===== config.mk =====
export PLATFORM = sky130hd
export DESIGN_NAME = synth_device_flat
export DESIGN_NICKNAME = d
export VERILOG_FILES = /design/src/synth_pkg.sv /design/src/serial_link_if.sv /design/src/loop_section.sv /design/src/synth_device.sv /design/src/flat_wrapper.sv
export SDC_FILE = /design/constraint.sdc
export NUM_CORES = 1
export LEC_CHECK = 0
export ABC_CLOCK_PERIOD_IN_PS = 4300
export BUFFER_PORTS_ARGS = -buffer_cell sky130_fd_sc_hd__buf_4
export CAP_MARGIN = 10
export CORE_ASPECT_RATIO = 0.7
export CORE_MARGIN = 5
export CORE_UTILIZATION = 60
export DETAILED_ROUTE_END_ITERATION = 12
export PLACE_DENSITY = 0.81
export SLEW_MARGIN = 15
export SYNTH_ARGS = -nofsm -noshare
export SYNTH_HDL_FRONTEND = slang
export SYNTH_SLANG_ARGS = --single-unit

===== constraint.sdc =====
create_clock -name aclk -period 4.3 [get_ports aclk]
set_input_delay 0.645 -clock aclk [delete_from_list [all_inputs] [get_ports aclk]]
set_output_delay 0.645 -clock aclk [all_outputs]
set_load 0.02 [all_outputs]

===== src/synth_pkg.sv =====
package synth_pkg;
  localparam int WORD_W = 24;
  localparam int SEL_W = 2;
  localparam logic [1:0] SEL_LOW_REF = 2'h0;
  localparam logic [1:0] SEL_LOW_FB = 2'h1;
  localparam logic [1:0] SEL_HIGH_REF = 2'h2;
  localparam logic [1:0] SEL_HIGH_FB = 2'h3;
  // Reference-divider latch fields
  localparam int REF_CP_HI = 23;
  localparam int REF_CP_LO = 21;
  localparam int REF_MUX_HI = 20;
  localparam int REF_MUX_LO = 19;
  localparam int REF_TRI = 18;
  localparam int REF_POL = 17;
  localparam int REF_R_HI = 16;
  localparam int REF_R_LO = 2;
  // Feedback-divider latch fields
  localparam int FB_GAIN = 23;
  localparam int FB_PD = 22;
  localparam int FB_PRE_HI = 21;
  localparam int FB_PRE_LO = 20;
  localparam int FB_B_HI = 19;
  localparam int FB_B_LO = 8;
  localparam int FB_A_HI = 7;
  localparam int FB_A_LO = 2;
  localparam int R_W = 15;
  localparam int B_W = 12;
  localparam int A_W = 6;
  localparam logic [B_W-1:0] B_MIN = 12'h003;
  // Lock detect windows in ns, converted with the 10 ns clock
  localparam int CLK_NS = 10;
  localparam int LOCK_IN_NS = 15;
  localparam int LOCK_OUT_NS = 25;
  localparam logic [7:0] LOCK_IN_CYC = 8'((LOCK_IN_NS - 1) / CLK_NS);
  localparam logic [7:0] LOCK_OUT_CYC = 8'(LOCK_OUT_NS / CLK_NS);
  localparam logic [1:0] LOCK_COUNT = 2'h3;
  // Host register map, byte addresses
  localparam logic [3:0] ADDR_DATA = 4'h0;
  localparam logic [3:0] ADDR_CTRL = 4'h4;
  localparam logic [3:0] ADDR_STAT = 4'h8;
  localparam logic [7:0] SCLK_DIV = 8'h04;
  localparam logic [1:0] RESP_OKAY = 2'h0;
  localparam logic [1:0] RESP_SLVERR = 2'h2;
endpackage


===== src/serial_link_if.sv =====
`timescale 1ns/1ns
interface serial_link_if;
  logic serial_clock;
  logic serial_data;
  logic load_strobe;
  modport host (output serial_clock, output serial_data, output load_strobe);
  modport device (input serial_clock, input serial_data, input load_strobe);
endinterface


===== src/loop_section.sv =====
`timescale 1ns/1ns
module loop_section
  import synth_pkg::*;
(
  input wire logic aclk,
  input wire logic aresetn,
  input wire logic ref_edge,
  input wire logic vco_edge,
  input wire logic [WORD_W-1:0] ref_latch,
  input wire logic [WORD_W-1:0] fb_latch,
  output logic detector_up,
  output logic detector_down,
  output logic lock_detect,
  output logic ref_div_out,
  output logic fb_div_out,
  output logic speedup_output,
  output logic pump_tristate,
  output logic [2:0] pump_current
);
  logic [R_W-1:0] r_cnt_ff;
  logic [6:0] pre_cnt_ff;
  logic [B_W-1:0] b_cnt_ff;
  logic [A_W-1:0] a_cnt_ff;
  logic ref_pulse_ff, fb_pulse_ff, up_ff, dn_ff, lock_ff;
  logic [7:0] err_ff;
  logic [1:0] good_ff;
  wire powered_down = fb_latch[FB_PD];
  wire [R_W-1:0] r_val = ref_latch[REF_R_HI:REF_R_LO];
  wire [B_W-1:0] b_val = fb_latch[FB_B_HI:FB_B_LO];
  wire [A_W-1:0] a_val = fb_latch[FB_A_HI:FB_A_LO];
  wire [1:0] pre_sel = fb_latch[FB_PRE_HI:FB_PRE_LO];
  wire [6:0] modulus = 7'(7'h08 << pre_sel);
  wire [6:0] pre_top = (a_cnt_ff != '0) ? modulus : 7'(modulus - 7'h01);
  wire pre_wrap = vco_edge && (pre_cnt_ff >= pre_top);
  wire r_wrap = ref_edge && (r_cnt_ff + 15'h0001 >= r_val);
  wire b_wrap = pre_wrap && (b_cnt_ff + 12'h001 >= b_val);
  wire pol = ref_latch[REF_POL];
  always_ff @(posedge aclk) begin
    if (!aresetn || powered_down) begin
      r_cnt_ff <= '0;
      pre_cnt_ff <= '0;
      b_cnt_ff <= '0;
      a_cnt_ff <= '0;
      ref_pulse_ff <= 1'b0;
      fb_pulse_ff <= 1'b0;
    end else begin
      if (ref_edge) r_cnt_ff <= r_wrap ? '0 : 15'(r_cnt_ff + 15'h0001);
      ref_pulse_ff <= r_wrap;
      if (vco_edge) pre_cnt_ff <= pre_wrap ? '0 : 7'(pre_cnt_ff + 7'h01);
      if (pre_wrap) begin
        b_cnt_ff <= b_wrap ? '0 : 12'(b_cnt_ff + 12'h001);
        a_cnt_ff <= b_wrap ? a_val : ((a_cnt_ff != '0) ? 6'(a_cnt_ff - 6'h01) : a_cnt_ff);
      end
      fb_pulse_ff <= b_wrap;
    end
  end
  wire up_set = pol ? ref_pulse_ff : fb_pulse_ff;
  wire dn_set = pol ? fb_pulse_ff : ref_pulse_ff;
  wire both = (up_ff || up_set) && (dn_ff || dn_set);
  wire err_end = both && (up_ff || dn_ff);
  always_ff @(posedge aclk) begin
    if (!aresetn || powered_down) begin
      up_ff <= 1'b0;
      dn_ff <= 1'b0;
      err_ff <= '0;
      good_ff <= '0;
      lock_ff <= 1'b0;
    end else begin
      up_ff <= both ? 1'b0 : (up_ff || up_set);
      dn_ff <= both ? 1'b0 : (dn_ff || dn_set);
      if (up_ff ^ dn_ff) err_ff <= (err_ff == 8'hFF) ? err_ff : 8'(err_ff + 8'h01);
      if (err_end) begin
        err_ff <= '0;
        if (err_ff <= LOCK_IN_CYC) begin
          good_ff <= (good_ff == LOCK_COUNT) ? good_ff : 2'(good_ff + 2'h1);
          if (good_ff + 2'h1 >= LOCK_COUNT) lock_ff <= 1'b1;
        end else good_ff <= '0;
        if (err_ff > LOCK_OUT_CYC) lock_ff <= 1'b0;
      end
    end
  end
  assign pump_tristate = ref_latch[REF_TRI] || powered_down;
  assign speedup_output = fb_latch[FB_GAIN];
  assign pump_current = fb_latch[FB_GAIN] ? 3'h7 : ref_latch[REF_CP_HI:REF_CP_LO];
  assign detector_up = up_ff && !pump_tristate;
  assign detector_down = dn_ff && !pump_tristate;
  assign lock_detect = lock_ff;
  assign ref_div_out = ref_pulse_ff;
  assign fb_div_out = fb_pulse_ff;
endmodule


===== src/synth_device.sv =====
`timescale 1ns/1ns
// Functional notes
// - shift one bit per serial rise
// - host sends MSB first
// - load rise copies to one latch
// - bits 1..0 pick the latch
// - 00,01,10,11 map to four latches
// - four mux bits drive test output
// - prescaler 8/9 up to 64/65
// - ratio is P times B plus A
// - main counter 12 bits, 3..4095
// - swallow counter 6 bits, 0..63
// - 15-bit reference divider ratio
// - host keeps prescaler under 188 MHz
// - lock after three good cycles
// - lock drops above 25 ns
// - analog lock: high, low pulses
// - each loop has A, B, R
// - prescaler from 4/5 core
// - detector compares R and N
// - two prescaler bits per loop
// - tristate bit floats pump
// - gain bit enables speed-up
// - latches work in power-down
module synth_device
  import synth_pkg::*;
(
  input wire logic aclk,
  input wire logic aresetn,
  serial_link_if.device link,
  input wire logic reference_input,
  input wire logic low_band_vco_input,
  input wire logic high_band_vco_input,
  output logic test_mux_output,
  output logic test_mux_output_oe,
  output logic speedup_output,
  output logic [1:0] detector_up,
  output logic [1:0] detector_down,
  output logic [1:0] pump_tristate,
  output logic [5:0] pump_current,
  output logic [WORD_W-1:0] low_band_ref_divider_latch,
  output logic [WORD_W-1:0] low_band_feedback_divider_latch,
  output logic [WORD_W-1:0] high_band_ref_divider_latch,
  output logic [WORD_W-1:0] high_band_feedback_divider_latch
);
  logic [2:0] sclk_sync_ff, sdat_sync_ff, load_sync_ff;
  logic [2:0] ref_sync_ff, lo_sync_ff, hi_sync_ff;
  logic [WORD_W-1:0] shift_ff;
  logic [WORD_W-1:0] lat_ff [4];
  logic mux_ff, mux_oe_ff;
  always_ff @(posedge aclk) begin
    if (!aresetn) begin
      sclk_sync_ff <= '0;
      sdat_sync_ff <= '0;
      load_sync_ff <= '0;
      ref_sync_ff <= '0;
      lo_sync_ff <= '0;
      hi_sync_ff <= '0;
    end else begin
      sclk_sync_ff <= {sclk_sync_ff[1:0], link.serial_clock};
      sdat_sync_ff <= {sdat_sync_ff[1:0], link.serial_data};
      load_sync_ff <= {load_sync_ff[1:0], link.load_strobe};
      ref_sync_ff <= {ref_sync_ff[1:0], reference_input};
      lo_sync_ff <= {lo_sync_ff[1:0], low_band_vco_input};
      hi_sync_ff <= {hi_sync_ff[1:0], high_band_vco_input};
    end
  end
  wire sclk_rise = sclk_sync_ff[1] && !sclk_sync_ff[2];
  wire load_rise = load_sync_ff[1] && !load_sync_ff[2];
  wire ref_edge = ref_sync_ff[1] && !ref_sync_ff[2];
  wire lo_edge = lo_sync_ff[1] && !lo_sync_ff[2];
  wire hi_edge = hi_sync_ff[1] && !hi_sync_ff[2];
  wire [SEL_W-1:0] sel = shift_ff[SEL_W-1:0];
  always_ff @(posedge aclk) begin
    if (!aresetn) begin
      shift_ff <= '0;
      for (int i = 0; i < 4; i++) lat_ff[i] <= '0;
    end else begin
      if (sclk_rise) shift_ff <= {shift_ff[WORD_W-2:0], sdat_sync_ff[1]};
      if (load_rise) lat_ff[sel] <= shift_ff;
    end
  end
  assign low_band_ref_divider_latch = lat_ff[SEL_LOW_REF];
  assign low_band_feedback_divider_latch = lat_ff[SEL_LOW_FB];
  assign high_band_ref_divider_latch = lat_ff[SEL_HIGH_REF];
  assign high_band_feedback_divider_latch = lat_ff[SEL_HIGH_FB];
  logic [1:0] lock, rdo, fdo, spd, up, dn;
  loop_section low_loop (
    .aclk(aclk), .aresetn(aresetn), .ref_edge(ref_edge), .vco_edge(lo_edge),
    .ref_latch(lat_ff[SEL_LOW_REF]), .fb_latch(lat_ff[SEL_LOW_FB]),
    .detector_up(up[0]), .detector_down(dn[0]), .lock_detect(lock[0]),
    .ref_div_out(rdo[0]), .fb_div_out(fdo[0]), .speedup_output(spd[0]),
    .pump_tristate(pump_tristate[0]), .pump_current(pump_current[2:0])
  );
  loop_section high_loop (
    .aclk(aclk), .aresetn(aresetn), .ref_edge(ref_edge), .vco_edge(hi_edge),
    .ref_latch(lat_ff[SEL_HIGH_REF]), .fb_latch(lat_ff[SEL_HIGH_FB]),
    .detector_up(up[1]), .detector_down(dn[1]), .lock_detect(lock[1]),
    .ref_div_out(rdo[1]), .fb_div_out(fdo[1]), .speedup_output(spd[1]),
    .pump_tristate(pump_tristate[1]), .pump_current(pump_current[5:3])
  );
  assign detector_up = up;
  assign detector_down = dn;
  assign speedup_output = spd[0] || spd[1];
  wire [3:0] mux_sel = {lat_ff[SEL_HIGH_REF][REF_MUX_HI:REF_MUX_LO], lat_ff[SEL_LOW_REF][REF_MUX_HI:REF_MUX_LO]};
  wire anl_lo = !(up[0] || dn[0]);
  wire anl_hi = !(up[1] || dn[1]);
  logic mux_val, mux_od;
  always_comb begin
    mux_val = 1'b0;
    mux_od = 1'b0;
    unique case (mux_sel)
      4'h0: mux_val = 1'b0;
      4'h1: mux_val = lock[0];
      4'h2: mux_val = fdo[0];
      4'h3: begin mux_val = anl_lo; mux_od = 1'b1; end
      4'h4: mux_val = rdo[0];
      4'h5: mux_val = lock[1];
      4'h6: mux_val = fdo[1];
      4'h7: begin mux_val = anl_hi; mux_od = 1'b1; end
      4'h8: mux_val = lock[0] && lock[1];
      4'h9: begin mux_val = anl_lo && anl_hi; mux_od = 1'b1; end
      4'hA: mux_val = rdo[1];
      4'hB: mux_val = 1'b1;
      default: mux_val = 1'b0;
    endcase
  end
  always_ff @(posedge aclk) begin
    if (!aresetn) begin
      mux_ff <= 1'b0;
      mux_oe_ff <= 1'b1;
    end else begin
      mux_ff <= mux_val;
      mux_oe_ff <= mux_od ? !mux_val : 1'b1;
    end
  end
  assign test_mux_output = mux_ff;
  assign test_mux_output_oe = mux_oe_ff;
endmodule


===== src/flat_wrapper.sv =====
// flat-port wrapper written by rule: the top's interface ports become plain ports
module synth_device_flat import synth_pkg::*;
  (aclk, aresetn, reference_input, low_band_vco_input, high_band_vco_input, test_mux_output, test_mux_output_oe, speedup_output, detector_up, detector_down, pump_tristate, pump_current, low_band_ref_divider_latch, low_band_feedback_divider_latch, high_band_ref_divider_latch, high_band_feedback_divider_latch, link_serial_clock, link_serial_data, link_load_strobe);
  serial_link_if link_i ();
  input wire logic aclk;
  input wire logic aresetn;
  input wire logic reference_input;
  input wire logic low_band_vco_input;
  input wire logic high_band_vco_input;
  output logic test_mux_output;
  output logic test_mux_output_oe;
  output logic speedup_output;
  output logic [1:0] detector_up;
  output logic [1:0] detector_down;
  output logic [1:0] pump_tristate;
  output logic [5:0] pump_current;
  output logic [WORD_W-1:0] low_band_ref_divider_latch;
  output logic [WORD_W-1:0] low_band_feedback_divider_latch;
  output logic [WORD_W-1:0] high_band_ref_divider_latch;
  output logic [WORD_W-1:0] high_band_feedback_divider_latch;
  input wire logic [$bits(link_i.serial_clock)-1:0] link_serial_clock;
  input wire logic [$bits(link_i.serial_data)-1:0] link_serial_data;
  input wire logic [$bits(link_i.load_strobe)-1:0] link_load_strobe;
  assign link_i.serial_clock = link_serial_clock;
  assign link_i.serial_data = link_serial_data;
  assign link_i.load_strobe = link_load_strobe;
  synth_device u_core (.aclk(aclk), .aresetn(aresetn), .link(link_i), .reference_input(reference_input), .low_band_vco_input(low_band_vco_input), .high_band_vco_input(high_band_vco_input), .test_mux_output(test_mux_output), .test_mux_output_oe(test_mux_output_oe), .speedup_output(speedup_output), .detector_up(detector_up), .detector_down(detector_down), .pump_tristate(pump_tristate), .pump_current(pump_current), .low_band_ref_divider_latch(low_band_ref_divider_latch), .low_band_feedback_divider_latch(low_band_feedback_divider_latch), .high_band_ref_divider_latch(high_band_ref_divider_latch), .high_band_feedback_divider_latch(high_band_feedback_divider_latch));
endmodule

== After elaboration in Yosys (flattened, before gate mapping) ==
Memories as Yosys holds them, arrays and structs flattened.
Index checks and enable logic that the tools add are counted.

* Flip-flop bits (word level): 153
* Output and inout port bits: 111
* Memories kept: 1
* Input bits: 8
* Logic and storage cells: 186
* RAM bits: 96

{| class="wikitable"
|+ Memories
! memory !! depth !! bits a word !! read ports !! clocked after Yosys merged registers in !! wr ports !! line !! source
|-
| u_core.lat_ff || 4 || 24 || 4 || 0 || 4 || synth_device.sv:49 || <nowiki>logic [WORD_W-1:0] lat_ff [4];</nowiki>
|}

* Muxes and demuxes: 37
* Add/sub/neg operators: 14
* Shift-type cells: 2
* Bitwise logic cells: 4
* Equality and inequality tests: 17
* Reductions and logical operators: 68
* Order comparisons: 12

{| class="wikitable"
|+ Operators by type and width
! operator !! number
|-
| $add A15 B1 Y15 const B || 2
|-
| $ge A15 B15 Y1 || 2
|-
| $mux W15 || 2
|-
| $mux W7 || 4
|-
| $add A12 B1 Y12 const B || 2
|-
| $ge A12 B12 Y1 || 2
|-
| $mux W12 || 2
|-
| $mux W24 || 1
|-
| $mux W6 || 4
|-
| $reduce_or A24 Y1 || 1
|-
| $logic_and A1 B1 Y1 || 21
|-
| $add A8 B1 Y8 const B || 2
|-
| $eq A4 B3 Y1 const B || 4
|-
| $eq A4 B4 Y1 const B || 4
|-
| $eq A8 B8 Y1 const B || 2
|-
| $gt A8 B2 Y1 const B || 2
|-
| $le A8 B1 Y1 const B || 2
|-
| $mux W1 || 16
|-
| $add A7 B1 Y7 const B || 2
|-
| $ge A7 B7 Y1 || 2
|-
| $reduce_and A2 Y1 || 7
|-
| $shl A4 B2 Y7 const A || 2
|-
| $sub A7 B1 Y7 const B || 2
|-
| $logic_or A1 B1 Y1 || 13
|-
| other kinds (18) || 51
|}

== Longest topological paths before layout ==
* Depth in word-level cells: 8
* Gate-level depth with buffers: 16
* Depth with buffers taken out: 14

== Hierarchy ==
From an unflattened synthesis, not the netlist that was laid out.

* Cell total of the unflattened synthesis: 1300
* Area total of the unflattened synthesis: 12683.4 µm²

{| class="wikitable"
|+ By module, submodules not included
! module !! area an instance (µm²) !! cells an instance !! times used
|-
| loop_section || 3757.4 || 460 || 2
|-
| synth_device || 5168.7 || 380 || 1
|}

== Worst setup path after synthesis ==
OpenSTA, ideal clock, no wires.

* Kind: input port to flip-flop
* From: input port aresetn
* To: memory u_core.lat_ff[2][0], enable pin
* Arrival time: 2795 ps
* Path buffers: 1
* Stages on the path: 4
* Path slack: 1066 ps
* Setup time: 438 ps
* Data required time: 3862 ps
* Path through: and3b_1 -> clkbuf_1 -> nand2_1 -> o21ai_0

{| class="wikitable"
|+ RTL lines
! element !! line !! source
|-
| from (decl) || flat_wrapper.sv:6 || <nowiki>input wire logic aresetn;</nowiki>
|-
| to (decl) || synth_device.sv:49 ||
|}

== Worst setup path in the final report ==
* From: register u_core.high_loop.r_cnt_ff[0]
* To: register u_core.high_loop.r_cnt_ff[5]

* Cells in the longest elaborated chain, start to end: 4

{| class="wikitable"
|+ Ends and longest elaborated chain
! element !! line !! source
|-
| from (decl) || loop_section.sv:20 || <nowiki>logic [R_W-1:0] r_cnt_ff;</nowiki>
|-
| from (signal assigned) || loop_section.sv:47 || <nowiki>if (ref_edge) r_cnt_ff <= r_wrap ? '0 : 15'(r_cnt_ff + 15'h0001);</nowiki>
|-
| $add A15 B1 Y15 * || loop_section.sv:35, loop_section.sv:47 ||
|-
| $ge A15 B15 Y1 || loop_section.sv:35 || <nowiki>wire r_wrap = ref_edge && (r_cnt_ff + 15'h0001 >= r_val);</nowiki>
|-
| $logic_and A1 B1 Y1 || loop_section.sv:35 ||
|-
| $mux W15 * || loop_section.sv:47 ||
|}

Every way passes the cells marked *; elsewhere a longest branch is shown, timed or not.
A chain may end at the register's enable or synchronous reset.

==> tab_implementation.tex <==
\begin{tabular}{lr}
\hline
Metric & Value \\
\hline
\multicolumn{2}{l}{\textbf{Status}} \\
Outcome & finished, final reports clean \\
\multicolumn{2}{l}{\textbf{Worst setup path}} \\
Worst EP arrival & 3.94 ns \\
Number of buffers and inverters on the critical path & 0 \\
CP max stage cell & or4\_1 \\
Setup CP Type & flop to flop \\
CP top delay family & simple AND/OR/NAND/NOR gates \\
Critical path required time & 4.69 ns \\
CP peak stage delay & 0.52 ns \\
Startpoint Class & flop \\
Cells along the critical path & ha\_1 > and3\_1 > nand3\_1 > nor2\_1 > nand3\_1 > xnor2\_1 > ha\_1 > nand2\_1 > or4\_1 > a21oi\_1 > o31ai\_1 > nand2\_1 > nor2\_1 \\
Type of element capturing the critical path & flop \\
Maximum fanout encountered on the critical timing path & 14 \\
\multicolumn{2}{l}{\textbf{Finish}} \\
Final Net Count & 1544 \\
Commonest non-fill, non-tap cells in the layout & dfxtp\_1, nor2\_1, nand2\_1 \\
Ant diodes & 0 \\
Post-synthesis to final-layout area growth & 15.3\% \\
Proportion of layout cells with a drive suffix above 1 & 13.0\% \\
Final non-filler cell area & 14700 um\^{}2 \\
Final instance count without filler cells & 1744 \\
Most frequent standard cell in the layout excluding fill and tap cells & dfxtp\_1 \\
Final core utilization & 70.5\% \\
\multicolumn{2}{l}{\textbf{CTS}} \\
Number of buffers added to fix hold violations after cts & 0 \\
TritonCTS clock tree & yes \\
CTS Root Cell & clkbuf\_16 \\
Maximum buffer depth of the clock tree & 3 \\
Post-CTS resize count & 0 \\
Total CTS buffers & 24 \\
Clock sink count & 249 \\
Clock insertion delay at the later pin of the skew report & 0.52 ns \\
CTS H-Tree Depth & 1 \\
Clock-pin slew on the worst setup and hold paths & 0.07 ns \\
Post-CTS Setup Inserts & 0 \\
\multicolumn{2}{l}{\textbf{Power and ir drop}} \\
Leak Pwr & 5.95 nW \\
Total power density per cell area & 347 nW/um\^{}2 \\
Sum of internal, switching and leakage power & 5.09 mW \\
Max rail drop VDD & 0.336 mV \\
\multicolumn{2}{l}{\textbf{Drt}} \\
Wire per inst & 17.5 um \\
Detail-routed via count per cell & 5.73 \\
Total detailed-routing wirelength & 30.6 mm \\
Iter 0 DRT Violations & 849 \\
Pre-antenna DRT Iters & 5 \\
Remaining routing DRC violations & 0 \\
Routed via count & 9985 \\
Detail Route Antenna Nets & 0 \\
\multicolumn{2}{l}{\textbf{STA}} \\
Final-report max-slew violation count & 0 \\
Number of hold-slack violations in the final timing report & 0 \\
Fmax & 0.282 GHz \\
Final setup margin & 0.750 ns \\
Minimum clock period after layout & 3.55 ns \\
Transition time at the pin with the least slew margin & 1.02 ns \\
Number of setup violations in the final report & 0 \\
Setup repair after global routing missed its margin & false \\
Setup Skew & 0.0174 ns \\
Setup\_tns & 0 ns \\
Tightest hold margin & 0.332 ns \\
Crit share post-route & 82.6\% \\
Remaining max-slew budget at the tightest pin & 31.9\% \\
\multicolumn{2}{l}{\textbf{GRT}} \\
Antenna violations before repair & 0 \\
Largest net degree at the start of global routing & 52 \\
Global route overflow & 0 \\
Fraction of met1 tracks used by global routing & 37.2\% \\
Met2 Use GR & 36.4\% \\
Combined global-route utilization of all metal layers & 24.4\% \\
Global-route layer with the greatest usage & met1 \\
GRT met3 Usage & 4.74\% \\
Global-route wire length before repair & 48.6 mm \\
Number of global-route vias before repair & 9217 \\
\multicolumn{2}{l}{\textbf{Floorplanning}} \\
Core area & 20800 um\^{}2 \\
Placement Rows & 44 \\
Vertical extent of the die & 132 um \\
Starting utilization of the core area & 61.1\% \\
Chip Width & 184 um \\
Top Ports & 119 \\
Area enclosed by the die boundary & 24300 um\^{}2 \\
\multicolumn{2}{l}{\textbf{Hold path}} \\
Type of the worst min-delay path & input pin to flop \\
\multicolumn{2}{l}{\textbf{Synth}} \\
Share of synthesized registers carrying an async set or reset & 0\% \\
Proportion of synthesized chip area in sequential cells & 46.7\% \\
Synthesis-stage register bit count & 249 \\
Mean post-synth cell area & 9.44 um\^{}2 \\
Number of distinct library cells after synthesis & 70 \\
Number of warnings printed during yosys synthesis & 0 \\
Cells after Synth & 1347 \\
EDFF count, synth & 96 \\
Prevailing post-synth register cell & dfxtp\_1 \\
Cell area after technology mapping & 12700 um\^{}2 \\
\multicolumn{2}{l}{\textbf{Job}} \\
Reported max-cap violation count & 0 \\
\multicolumn{2}{l}{\textbf{Placed design}} \\
Total instance count after detailed placement & 1700 \\
Post-DP Area & 13800 um\^{}2 \\
Place WS & 0.570 ns \\
Placed wire-length estimate after detailed placement & 22.0 mm \\
Final estimated routing congestion in global placement & 0.886 \\
Number of buffers added on ports & 118 \\
\hline
\end{tabular}
## cell type report
cell class | instances | area, um^2
Tap cell | 276 | 345
Inverter | 79 | 297
Clock buffer | 30 | 664
Timing Repair Buffer | 130 | 976
Multi-Input combinational cell | 966 | 6240
Fill cell | 1554 | 6150
Clock inverter | 14 | 198
Sequential cell | 249 | 5950
## report_power, final
group	leakage [nW]	internal, mW	switching (mW)
Clock	0.422	1.40	0.910
Combinational	3.31	0.0921	0.161
Sequential	2.23	2.49	0.0407
Total	5.95	3.98	1.11
## registers in the layout (all words and copies together) (netlist names), 6 cells and up
signal,cells
u_core.lat_ff,96
u_core.shift_ff,24
u_core.high_loop.r_cnt_ff,15
u_core.low_loop.r_cnt_ff,15
u_core.high_loop.b_cnt_ff,12
u_core.low_loop.b_cnt_ff,12
u_core.high_loop.err_ff,8
u_core.low_loop.err_ff,8
u_core.high_loop.pre_cnt_ff,7
u_core.low_loop.pre_cnt_ff,7
u_core.high_loop.a_cnt_ff,6
u_core.low_loop.a_cnt_ff,6
## layer usage
layer,routed length (um),vias up
li1,-,4823
met1,14000,4727
met2,13400,388
met3,2640,47
met4,602,0
met5,0,-
## synth_stat cells (all sizes together) (20+ instances only)
master	count	area share [%]
dfxtp	153	24
nor2	138	4.1
nand2	135	4.0
and2	109	5.4
edfxtp	96	23
ha	86	8.5
inv	79	2.3
xor2	56	3.9
nand3	53	2.1
xnor2	53	3.6
a21oi	46	2.0
nor3	39	1.6
clkbuf	36	1.1
o21ai	31	1.2
a21boi	26	1.5
nand4	23	1.1
buf	20	1.0
## kinds of logic after synthesis
| logic type | Yosys count | share of synthesized area (%) |
|---|---|---|
| other cells | 1 | 0.0295 |
| buf+inv | 135 | 4.42 |
| simple gates | 579 | 22.5 |
| flops | 249 | 46.7 |
| compound gates | 173 | 9.16 |
| fa+ha+maj | 86 | 8.46 |
| xor+xnor | 109 | 7.50 |
| mux | 15 | 1.20 |
## path summary, 6_finish.rpt
check	from	endpoint	slack, ns	cells past startpoint
max	u_core.high_loop.r_cnt_ff[0]	u_core.high_loop.r_cnt_ff[5]	0.75	13
min	link_serial_clock	u_core.sclk_sync_ff[0]	0.33	2
max reg2reg	u_core.high_loop.r_cnt_ff[0]	u_core.high_loop.r_cnt_ff[5]	0.75	13
min reg2reg	u_core.ref_sync_ff[0]	u_core.ref_sync_ff[1]	0.44	1
Power figures use the tool's default switching activity.
